===== config.mk =====
export PLATFORM = sky130hd
export DESIGN_NAME = pmic_config_bank
export DESIGN_NICKNAME = d
export VERILOG_FILES = /design/src/hdl/cfg_bank_pkg.sv /design/src/hdl/pmic_config_bank.sv /design/src/hdl/pwm_tick_gen.sv
export SDC_FILE = /design/constraint.sdc
export NUM_CORES = 1
export LEC_CHECK = 0
export BUFFER_PORTS_ARGS = -buffer_cell sky130_fd_sc_hd__buf_2
export CELL_PAD_IN_SITES_DETAIL_PLACEMENT = 2
export CELL_PAD_IN_SITES_GLOBAL_PLACEMENT = 2
export CORE_MARGIN = 1.5
export CORE_UTILIZATION = 39
export DETAILED_ROUTE_END_ITERATION = 12
export GPL_TIMING_DRIVEN = 1
export PLACE_DENSITY = 0.89
export SLEW_MARGIN = 40
export SYNTH_ARGS = -nofsm -noshare
export SYNTH_HDL_FRONTEND = slang
export SYNTH_SLANG_ARGS = --single-unit

===== constraint.sdc =====
create_clock -name sys_clk -period 3.84 [get_ports sys_clk]
set_input_delay 0.192 -clock sys_clk [delete_from_list [all_inputs] [get_ports sys_clk]]
set_output_delay 0.192 -clock sys_clk [all_outputs]
set_load 0.03 [all_outputs]

===== src/hdl/cfg_bank_pkg.sv =====
// Constants shared by the configuration bank and its PWM tick divider.
// Assumes a single 100 MHz system clock and a byte-wide register port.
`default_nettype none

package cfg_bank_pkg;

  // ----------------------------------------------------------------------
  // Clock and PWM timing
  // ----------------------------------------------------------------------
  localparam int unsigned SYS_CLK_HZ   = 100_000_000;  // System clock rate
  localparam int unsigned PWM_FAST_HZ  = 2_000_000;    // PWM clock, select 0
  localparam int unsigned PWM_SLOW_HZ  = 1_000_000;    // PWM clock, select 1
  localparam int unsigned PWM_FAST_DIV = SYS_CLK_HZ / PWM_FAST_HZ;
  localparam int unsigned PWM_SLOW_DIV = SYS_CLK_HZ / PWM_SLOW_HZ;
  localparam int unsigned PWM_STEPS    = 64;           // Ticks per repetition

  // ----------------------------------------------------------------------
  // Register port geometry and map
  // ----------------------------------------------------------------------
  localparam int unsigned ADDR_W   = 9;                // Register address width
  localparam int unsigned DATA_W   = 8;                // Register data width
  localparam int unsigned NUM_REGS = 6;                // Registers in this bank
  localparam logic [8:0] ADDR_BUCK_CLOCK_PHASE_CFG     = 9'h108;
  localparam logic [8:0] ADDR_OUTPUT_AND_INTERFACE_CFG = 9'h109;
  localparam logic [8:0] ADDR_BUCK_POWERUP_AUTO_CFG    = 9'h10A;
  localparam logic [8:0] ADDR_LDO_BYPASS_AUTO_CFG      = 9'h10B;
  localparam logic [8:0] ADDR_LDO_POWERUP_AUTO_CFG     = 9'h10C;
  localparam logic [8:0] ADDR_BUCK_JOIN_MODE_CFG       = 9'h10D;

  // Register indices within the bank
  localparam int unsigned IDX_PHASE = 0;
  localparam int unsigned IDX_OUTIF = 1;
  localparam int unsigned IDX_BAUTO = 2;
  localparam int unsigned IDX_LBYP  = 3;
  localparam int unsigned IDX_LAUTO = 4;
  localparam int unsigned IDX_JOIN  = 5;

  // Reset value of every register; no documented value, plain zero
  localparam logic [7:0] CFG_RESET_VALUE = 8'h00;
  localparam logic [7:0] READ_UNMAPPED   = 8'h00;

  // ----------------------------------------------------------------------
  // Field positions
  // ----------------------------------------------------------------------
  localparam int unsigned B_PERI_PHASE = 7;
  localparam int unsigned B_IO_PHASE   = 6;
  localparam int unsigned B_MEM_PHASE  = 5;
  localparam int unsigned B_PROC_PHASE = 4;
  localparam int unsigned B_CORE_PHASE = 3;
  localparam int unsigned B_DRAIN      = 2;
  localparam int unsigned B_FB3_POL    = 7;
  localparam int unsigned B_FB2_POL    = 6;
  localparam int unsigned B_FORCE_RST  = 5;
  localparam int unsigned B_HS_PERM    = 4;
  localparam int unsigned B_FAST_PLUS  = 3;
  localparam int unsigned B_SYSEN_KEEP = 2;
  localparam int unsigned B_IRQ_DEFER  = 1;
  localparam int unsigned B_LDO11_BYP  = 7;
  localparam int unsigned B_LDO8_BYP   = 6;
  localparam int unsigned B_LDO7_BYP   = 5;
  localparam int unsigned B_LDO3_BYP   = 3;
  localparam int unsigned B_LDO11_AUTO = 2;
  localparam int unsigned B_LDO9_AUTO  = 0;
  localparam int unsigned B_LDO8_AUTO  = 7;
  localparam int unsigned B_LDO7_AUTO  = 6;
  localparam int unsigned B_LDO3_AUTO  = 2;
  localparam int unsigned B_MEMIO_JOIN = 7;
  localparam int unsigned B_CORE_A_FC  = 6;
  localparam int unsigned B_CORE_B_FC  = 5;
  localparam int unsigned B_PROC_FC    = 4;
  localparam int unsigned B_CORE_JOIN  = 3;
  localparam int unsigned B_SENSE_RT   = 2;
  localparam int unsigned B_LDO8_MOTOR = 1;
  localparam int unsigned B_PWM_SLOW   = 0;

  // Rail enable vector positions (same order as the buck auto register)
  localparam int unsigned RAIL_CORE_A = 0;
  localparam int unsigned RAIL_CORE_B = 1;
  localparam int unsigned RAIL_MEM    = 3;
  localparam int unsigned RAIL_IO     = 4;

endpackage

`default_nettype wire


===== src/hdl/pmic_config_bank.sv =====
// Configuration bank at 0x108..0x10D of a power management device, and
// the control levels that its bits steer.
// Assumes the two-wire control interface decodes host transfers into the
// byte register port below; all inputs are synchronous to sys_clk.
`default_nettype none

module pmic_config_bank (
  input  wire logic                           sys_clk,
  input  wire logic                           nrst,
  // Byte register port from the two-wire interface
  input  wire logic [cfg_bank_pkg::ADDR_W-1:0] reg_addr,
  input  wire logic [cfg_bank_pkg::DATA_W-1:0] reg_wdata,
  input  wire logic                           reg_wr,
  input  wire logic                           reg_rd,
  output var  logic [cfg_bank_pkg::DATA_W-1:0] reg_rdata,
  output var  logic                           reg_rvalid,
  // Buck switching clock phase and rail discharge
  output var  logic                           periph_buck_phase_flip,
  output var  logic                           io_buck_phase_flip,
  output var  logic                           mem_buck_phase_flip,
  output var  logic                           proc_buck_phase_flip,
  output var  logic                           core_buck_a_phase_flip,
  output var  logic                           core_buck_b_phase_flip,
  output var  logic                           rail_active_drain,
  // Feedback outputs and sense routing
  input  wire logic                           feedback3_event,
  output var  logic                           feedback3_pin,
  input  wire logic                           power_good,
  output var  logic                           feedback2_pin_out,
  output var  logic                           feedback2_pin_oe_n,
  output var  logic                           sense_to_feedback2,
  output var  logic                           sense_to_core_switch,
  // Reset and interrupt pins
  input  wire logic                           reset_request,
  output var  logic                           reset_out_n,
  input  wire logic                           irq_pending,
  input  wire logic                           power_active,
  output var  logic                           interrupt_out_n,
  // Two-wire interface speed
  output var  logic                           permanent_high_speed,
  output var  logic                           fast_plus_timing,
  // OTP reload of system enable
  input  wire logic                           otp_second_read,
  input  wire logic                           otp_system_en,
  output var  logic                           system_en,
  // Power-up rail enables and LDO bypass
  input  wire logic                           powering_up,
  input  wire logic [7:0]                     buck_conf_en,
  output var  logic [7:0]                     buck_rail_en,
  input  wire logic [4:0]                     ldo_conf_en,
  output var  logic [4:0]                     ldo_rail_en,
  output var  logic [3:0]                     ldo_bypass,
  // Buck joining and current modes
  output var  logic                           io_buck_ctrl_off,
  output var  logic                           core_b_ctrl_off,
  output var  logic                           core_a_full_current,
  output var  logic                           core_b_full_current,
  output var  logic                           proc_full_current,
  // LDO8 motor driver and PWM clock
  output var  logic                           ldo8_motor_select,
  output var  logic                           pwm_clk_tick,
  output var  logic                           pwm_period_tick
);

  import cfg_bank_pkg::*;

  // ----------------------------------------------------------------------
  // Address decode
  // ----------------------------------------------------------------------
  // True when the address falls inside this bank
  function automatic logic in_bank(input logic [ADDR_W-1:0] addr);
    in_bank = (addr >= ADDR_BUCK_CLOCK_PHASE_CFG) && (addr <= ADDR_BUCK_JOIN_MODE_CFG);
  endfunction

  // Register index of an in-bank address
  function automatic logic [2:0] bank_index(input logic [ADDR_W-1:0] addr);
    logic [ADDR_W-1:0] diff;
    diff       = addr - ADDR_BUCK_CLOCK_PHASE_CFG;
    bank_index = diff[2:0];
  endfunction

  // ----------------------------------------------------------------------
  // Register storage
  // ----------------------------------------------------------------------
  logic [DATA_W-1:0] cfg_q [NUM_REGS];  // All six registers, index order

  // Reserved bits are stored and read back but drive nothing below
  genvar gi;
  generate
    for (gi = 0; gi < NUM_REGS; gi++) begin : g_reg
      always_ff @(posedge sys_clk) begin
        if (!nrst) begin
          cfg_q[gi] <= CFG_RESET_VALUE;
        end else if (reg_wr && in_bank(reg_addr) && (bank_index(reg_addr) == 3'(gi))) begin
          cfg_q[gi] <= reg_wdata;
        end
      end
    end
  endgenerate

  // Read answer one cycle after the strobe; unmapped reads return zero
  always_ff @(posedge sys_clk) begin
    if (!nrst) begin
      reg_rdata  <= '0;
      reg_rvalid <= 1'b0;
    end else begin
      reg_rvalid <= reg_rd;
      if (reg_rd) begin
        if (in_bank(reg_addr)) begin
          reg_rdata <= cfg_q[bank_index(reg_addr)];
        end else begin
          reg_rdata <= READ_UNMAPPED;
        end
      end
    end
  end

  // ----------------------------------------------------------------------
  // Field aliases
  // ----------------------------------------------------------------------
  logic [7:0] phase_r;   // Buck clock phase register
  logic [7:0] outif_r;   // Output and interface register
  logic [7:0] bauto_r;   // Buck power-up auto register
  logic [7:0] lbyp_r;    // LDO bypass and auto register
  logic [7:0] lauto_r;   // LDO power-up auto register
  logic [7:0] join_r;    // Buck join and mode register
  logic       core_join; // Core bucks form one dual-phase buck
  logic       memio_join;// Mem and IO bucks share one coil

  assign phase_r    = cfg_q[IDX_PHASE];
  assign outif_r    = cfg_q[IDX_OUTIF];
  assign bauto_r    = cfg_q[IDX_BAUTO];
  assign lbyp_r     = cfg_q[IDX_LBYP];
  assign lauto_r    = cfg_q[IDX_LAUTO];
  assign join_r     = cfg_q[IDX_JOIN];
  assign core_join  = join_r[B_CORE_JOIN];
  assign memio_join = join_r[B_MEMIO_JOIN];

  // ----------------------------------------------------------------------
  // Buck clock phase and discharge
  // ----------------------------------------------------------------------
  // Proc versus mem phase is left as programmed; software pairs them
  always_ff @(posedge sys_clk) begin
    if (!nrst) begin
      periph_buck_phase_flip <= 1'b0;
      io_buck_phase_flip     <= 1'b0;
      mem_buck_phase_flip    <= 1'b0;
      proc_buck_phase_flip   <= 1'b0;
      core_buck_a_phase_flip <= 1'b0;
      core_buck_b_phase_flip <= 1'b1;
      rail_active_drain      <= 1'b0;
    end else begin
      periph_buck_phase_flip <= phase_r[B_PERI_PHASE];
      // Joined IO buck follows the mem buck it shares a coil with
      io_buck_phase_flip     <= memio_join ? phase_r[B_MEM_PHASE]
                                           : phase_r[B_IO_PHASE];
      mem_buck_phase_flip    <= phase_r[B_MEM_PHASE];
      proc_buck_phase_flip   <= phase_r[B_PROC_PHASE];
      core_buck_a_phase_flip <= phase_r[B_CORE_PHASE];
      core_buck_b_phase_flip <= ~phase_r[B_CORE_PHASE];
      rail_active_drain      <= phase_r[B_DRAIN];
    end
  end

  // ----------------------------------------------------------------------
  // Feedback pins and sense routing
  // ----------------------------------------------------------------------
  logic fb2_taken;  // Feedback2 pin lent to the joined core sense line

  assign fb2_taken = core_join && !join_r[B_SENSE_RT];

  // Feedback3 is a plain push-pull level
  always_ff @(posedge sys_clk) begin
    if (!nrst) begin
      feedback3_pin <= 1'b1;
    end else begin
      feedback3_pin <= outif_r[B_FB3_POL] ? feedback3_event : ~feedback3_event;
    end
  end

  // Feedback2 carries power-good; low polarity is push-pull, high polarity
  // is open drain and relies on an external pull-up
  always_ff @(posedge sys_clk) begin
    if (!nrst) begin
      feedback2_pin_out  <= 1'b0;
      feedback2_pin_oe_n <= 1'b1;
    end else if (fb2_taken) begin
      feedback2_pin_out  <= 1'b0;  // Normal function off while sensing
      feedback2_pin_oe_n <= 1'b1;
    end else if (outif_r[B_FB2_POL]) begin
      feedback2_pin_out  <= 1'b0;
      feedback2_pin_oe_n <= power_good;    // Release to read high when good
    end else begin
      feedback2_pin_out  <= ~power_good;
      feedback2_pin_oe_n <= 1'b0;
    end
  end

  // Capacitor sense routing, only meaningful with joined core bucks
  always_ff @(posedge sys_clk) begin
    if (!nrst) begin
      sense_to_feedback2   <= 1'b0;
      sense_to_core_switch <= 1'b0;
    end else begin
      sense_to_feedback2   <= fb2_taken;
      sense_to_core_switch <= core_join && join_r[B_SENSE_RT];
    end
  end

  // ----------------------------------------------------------------------
  // Reset and interrupt outputs
  // ----------------------------------------------------------------------
  // Reset is held low during nrst so downstream logic never sees a
  // released reset before the bank is configured
  always_ff @(posedge sys_clk) begin
    if (!nrst) begin
      reset_out_n <= 1'b0;
    end else begin
      reset_out_n <= !(reset_request || outif_r[B_FORCE_RST]);
    end
  end

  // A deferred event stays pending and shows as soon as power is active
  always_ff @(posedge sys_clk) begin
    if (!nrst) begin
      interrupt_out_n <= 1'b1;
    end else begin
      interrupt_out_n <= !(irq_pending && (power_active || !outif_r[B_IRQ_DEFER]));
    end
  end

  // ----------------------------------------------------------------------
  // Two-wire speed modes and system enable reload
  // ----------------------------------------------------------------------
  always_ff @(posedge sys_clk) begin
    if (!nrst) begin
      permanent_high_speed <= 1'b0;
      fast_plus_timing     <= 1'b0;
    end else begin
      permanent_high_speed <= outif_r[B_HS_PERM];
      fast_plus_timing     <= outif_r[B_FAST_PLUS];
    end
  end

  // System enable only changes on the second OTP read, and only unguarded
  always_ff @(posedge sys_clk) begin
    if (!nrst) begin
      system_en <= 1'b0;
    end else if (otp_second_read && !outif_r[B_SYSEN_KEEP]) begin
      system_en <= otp_system_en;
    end
  end

  // ----------------------------------------------------------------------
  // Power-up rail enables and LDO modes
  // ----------------------------------------------------------------------
  logic [7:0] buck_en_raw;  // Buck and switch enables with joining applied, before the register
  logic [4:0] ldo_auto;     // LDO3, 7, 8, 9, 11 auto bits in index order

  assign ldo_auto = {lbyp_r[B_LDO11_AUTO], lbyp_r[B_LDO9_AUTO], lauto_r[B_LDO8_AUTO],
                     lauto_r[B_LDO7_AUTO], lauto_r[B_LDO3_AUTO]};

  // Auto bits only force a rail on while powering up
  always_comb begin
    buck_en_raw = powering_up ? (bauto_r | buck_conf_en) : buck_conf_en;
    if (memio_join) begin
      buck_en_raw[RAIL_IO] = buck_en_raw[RAIL_MEM];
    end
    if (core_join) begin
      buck_en_raw[RAIL_CORE_B] = buck_en_raw[RAIL_CORE_A];
    end
  end

  always_ff @(posedge sys_clk) begin
    if (!nrst) begin
      buck_rail_en <= '0;
      ldo_rail_en  <= '0;
    end else begin
      buck_rail_en <= buck_en_raw;
      ldo_rail_en  <= powering_up ? (ldo_auto | ldo_conf_en) : ldo_conf_en;
    end
  end

  always_ff @(posedge sys_clk) begin
    if (!nrst) begin
      ldo_bypass        <= '0;
      ldo8_motor_select <= 1'b0;
    end else begin
      ldo_bypass        <= {lbyp_r[B_LDO11_BYP], lbyp_r[B_LDO8_BYP],
                            lbyp_r[B_LDO7_BYP], lbyp_r[B_LDO3_BYP]};
      ldo8_motor_select <= join_r[B_LDO8_MOTOR];
    end
  end

  // ----------------------------------------------------------------------
  // Buck joining and full-current modes
  // ----------------------------------------------------------------------
  always_ff @(posedge sys_clk) begin
    if (!nrst) begin
      io_buck_ctrl_off    <= 1'b0;
      core_b_ctrl_off     <= 1'b0;
      core_a_full_current <= 1'b0;
      core_b_full_current <= 1'b0;
      proc_full_current   <= 1'b0;
    end else begin
      io_buck_ctrl_off    <= memio_join;
      core_b_ctrl_off     <= core_join;
      core_a_full_current <= join_r[B_CORE_A_FC];
      core_b_full_current <= join_r[B_CORE_B_FC];
      proc_full_current   <= join_r[B_PROC_FC];
    end
  end

  // ----------------------------------------------------------------------
  // PWM clock
  // ----------------------------------------------------------------------
  pwm_tick_gen u_pwm_tick (
    .sys_clk  (sys_clk),
    .nrst     (nrst),
    .slow_sel (join_r[B_PWM_SLOW]),
    .tick_q   (pwm_clk_tick),
    .period_q (pwm_period_tick)
  );

endmodule

`default_nettype wire


===== src/hdl/pwm_tick_gen.sv =====
// PWM clock enable divider: one-cycle ticks at 2 MHz or 1 MHz.
// Assumes sys_clk at the package rate; select may change at any time.
`default_nettype none

module pwm_tick_gen
  import cfg_bank_pkg::*;
#(
  parameter int unsigned FAST_DIV = PWM_FAST_DIV,
  parameter int unsigned SLOW_DIV = PWM_SLOW_DIV,
  parameter int unsigned STEPS    = PWM_STEPS
) (
  input  wire logic sys_clk,
  input  wire logic nrst,
  input  wire logic slow_sel,
  output var  logic tick_q,
  output var  logic period_q
);

  // ----------------------------------------------------------------------
  // Counters
  // ----------------------------------------------------------------------
  localparam int unsigned CNT_W  = $clog2(SLOW_DIV);
  localparam int unsigned STEP_W = $clog2(STEPS);
  localparam logic [CNT_W-1:0]  FAST_LAST = CNT_W'(FAST_DIV - 1);
  localparam logic [CNT_W-1:0]  SLOW_LAST = CNT_W'(SLOW_DIV - 1);
  localparam logic [STEP_W-1:0] STEP_LAST = STEP_W'(STEPS - 1);

  logic [CNT_W-1:0]  cnt_q;     // Cycles within one PWM clock period
  logic [STEP_W-1:0] step_q;    // PWM clock ticks within one repetition
  logic              cnt_wrap;  // Last cycle of a PWM clock period

  // A select change mid-count just moves the wrap point; '>=' keeps the
  // counter from running past a shorter limit.
  assign cnt_wrap = (cnt_q >= (slow_sel ? SLOW_LAST : FAST_LAST));

  // Prescaler
  always_ff @(posedge sys_clk) begin
    if (!nrst) begin
      cnt_q <= '0;
    end else if (cnt_wrap) begin
      cnt_q <= '0;
    end else begin
      cnt_q <= cnt_q + CNT_W'(1);
    end
  end

  // Repetition step counter and output pulses
  always_ff @(posedge sys_clk) begin
    if (!nrst) begin
      step_q   <= '0;
      tick_q   <= 1'b0;
      period_q <= 1'b0;
    end else begin
      tick_q   <= cnt_wrap;
      period_q <= cnt_wrap && (step_q == STEP_LAST);
      if (cnt_wrap) begin
        step_q <= step_q + STEP_W'(1);
      end
    end
  end

endmodule

`default_nettype wire


==> metrics.md <==
| Metric | Value |
|---|---|
| Max VDD drop | 0.237 mV |
| CTS tree | yes |
| Placement Rows | 39 |
| RSZ-0062 raised after global routing | false |
| Total Power | 2.59 mW |
| Final setup TNS | 0 ns |
| Die Ht | 110 um |
| Mapped Cells | 353 |
| Design area | 5450 um^2 |
| CP required | 4.12 ns |
| DR vias/cell | 5.36 |
| First-pass GRT wire length | 22,000 um |
| Final hold viol count | 0 |
| Post-synth EDFFs | 48 |
| Synth Cell Area | 4490 um^2 |
| Stages on worst setup path | 5 |
| Placed inst area | 5100 um^2 |
| Crit path max-delay cell type | edfxtp_1 |
| Yosys top cell area share | 0.321 |
| RePlAce Congestion | 0.813 |
| Cts bufs inserted | 9 |
| Syn Nets | 400 |
| Main synth FF type | dfxtp_1 |
| Die width | 110 um |
| R2R Setup Slk | 1.81 ns |
| Root buffer cell | clkbuf_16 |
| Pwr dens | 475 nW/um^2 |
| Vias in the first global route | 3,574 |
| WHS | 0.0323 ns |
| FFs w/ async S/R, synth | 0 |
| GRT Overall Usage | 0.260 |
| Max cap viols | 0 |
| # hold bufs at CTS | 2 |
| Grt total ovfl | 0 |
| Post-CTS Repair Setup Buffers | 0 |
| Status | finished, final reports clean |
| Ports | 93 |
| Layout cells sized above 1 | 0.312 |
| Ys Warns | 0 |
| Critical Path Start | cfg_q[5][0] |
| Synth unique cells | 44 |
| Min Clock Period, post-route | 2.03 ns |
| Top post-synthesis cells by area | edfxtp_1 (32%), dfxtp_1 (29%), and2_1 (9.1%) |
| Fin crit share | 0.528 |
| Worst slew margin | 0.462 |
| Setup violators final | 0 |
| N_diodes | 0 |
| Worst-path cell chain | ha_1 -> o211a_1 -> o2bb2ai_2 -> nand2_1 -> nor2_1 |
| Top delay family on crit path | compound AO/OA/AOI/OAI gates |
| Clock Skew | 0.0111 ns |
| Reg2Reg Launch Point | cfg_q[5][0] |
| Top-count cell post-synth | and2_1 |
| Worst Path Buf+Inv | 0 |
| Initial Util | 0.397 |
| Final worst-path setup slack | 1.81 ns |
| Layout net count | 497 |
| Cells on worst reg2reg path | 5 |
| H-Tree Level Count | 3 |
| Worst-Margin Slew | 0.803 ns |
| Post-CTS resize count | 0 |
| DR vias | 3,208 |
| Crit Path Category | flop to flop |
| Largest area contributor in the netlist | edfxtp_1 |
| First-pass detailed-route iteration total | 4 |
| WL/cell | 25.1 um |
| CP Launch Type | flop |
| Crit path to | u_pwm_tick.cnt_q[5] |
| FF-to-FF End | u_pwm_tick.cnt_q[5] |
| Clock slew at reported path FFs | 0.07 ns |
| Setup WS pre-CTS | 1.65 ns |
| Crit path largest cell delay | 0.45 ns |
| Post-synthesis register bit count | 112 |
| Wirelength, routed | 15,000 um |
| Sequential fraction of the synthesis area | 0.606 |
| PortBufs | 92 |
| Filler cell count | 1,125 |
| Starting DRC count in detailed routing | 154 |
| Clock sink count | 112 |
| Worst EP arrival | 2.31 ns |
| Die area | 12,200 um^2 |
| Post-Syn Area per Cell | 12.7 um^2 |
| Commonest cells in the synthesized netlist | and2_1 (65), dfxtp_1 (64), edfxtp_1 (48) |
| Crit Path Max Fanout | 12 |
| CP Capture Type | flop |
| Worst-case clock buffer depth | 2 |
| Final Max Tran Viols | 0 |
| Pleak | 2.27 nW |
| Largest net degree at the start of global routing | 39 |
| P&R area growth vs syn | 21.2% |
| Remaining DRCs | 0 |
| FMAX | 493 MHz |
| Clock Latency Late Sink | 0.37 ns |
| DRT antenna net count | 0 |
| Hold crit path type | primary input to flop |
| Dpl hpwl | 9550 um |
| Core Box Area | 11,300 um^2 |
| Initial antenna violation count | 0 |
logic make-up (layout without fill, tap and decap cells):
group / count (synthesis) / in the layout / share of synthesized area
AO/OA/AOI/OAI: 41 / 41 / 0.0621
XOR/XNOR: 7 / 7 / 0.0136
adder cells (fa/ha/maj): 5 / 5 / 0.0139
buffers and inverters: 21 / 123 / 0.0239
flip-flops: 112 / 112 / 0.606
multiplexers: 29 / 29 / 0.0966
AND/OR/NAND/NOR: 138 / 138 / 0.184
flip-flops by register name, summed over array words and instances, names as in the netlist, 4 cells and up:
signal,count
u_pwm_tick.cnt_q,7
ldo_bypass,4
buck_rail_en,8
ldo_rail_en,5
cfg_q,48
u_pwm_tick.step_q,6
reg_rdata,8
layout by cell type, fill, tap and decap left out, types with 3 or more instances in the layout:
cell type and instances:
buf_2 92, and2_1 65, dfxtp_1 64, edfxtp_1 48, nor2b_1 20, nand2_1 14
a21oi_1 14, nor2_1 12, clkbuf_16 10, mux4_2 8, o21ai_0 7, mux2i_1 7
mux2_4 7, mux2_2 7, a22o_1 7, buf_4 7, inv_1 6, nand3_1 6
ha_1 5, xnor2_1 4, o31ai_1 3, nand2b_1 3, a21boi_0 3, and3_1 3
xor2_1 3
per-layer routing:
| layer | routed length [um] | global-route usage |
|---|---|---|
| met2 | 7880 | 0.450 |
| met4 | 384 | 0.126 |
| met1 | 6010 | 0.316 |
| met5 | 0 | 0 |
| met3 | 745 | 0.0417 |
area by class of cell:
class	instances	area (um^2)	share of cell area
Clock buffer	13	272	0.0499
Clock inverter	3	38.8	0.00712
Inverter	6	22.5	0.00414
Multi-Input combinational cell	220	1680	0.308
Sequential cell	112	2720	0.500
Tap cell	143	179	0.0329
Timing Repair Buffer	101	533	0.0979
per-stage QoR:
step,utilization,instances
6_report,0.481,598
5_1_grt,0.481,598
4_1_cts,0.480,598
3_5_place_dp,0.451,580
3_3_place_gp,0.450,580
2_1_floorplan,-,353
report_power, final:
part           total [mW]  leakage (nW)  switching (mW)  internal, mW
Sequential           1.33         0.983          0.0324          1.29
Combinational       0.250          1.13           0.158        0.0927
Clock                1.01         0.152           0.449         0.562
how the worst min path moves through the flow:
stage | start | end | slack (ns) | depth (start not counted)
3_3_place_gp | reset_request | reset_out_n | 0.36 | 2
5_1_grt | power_active | interrupt_out_n | 0.04 | 2
2_1_floorplan | reset_request | reset_out_n | 0.27 | 1
3_5_place_dp | reset_request | reset_out_n | 0.37 | 2
4_1_cts | power_active | interrupt_out_n | 0.02 | 2
6_report | power_active | interrupt_out_n | 0.03 | 2
Note: power is estimated with default switching activity, not from simulation.
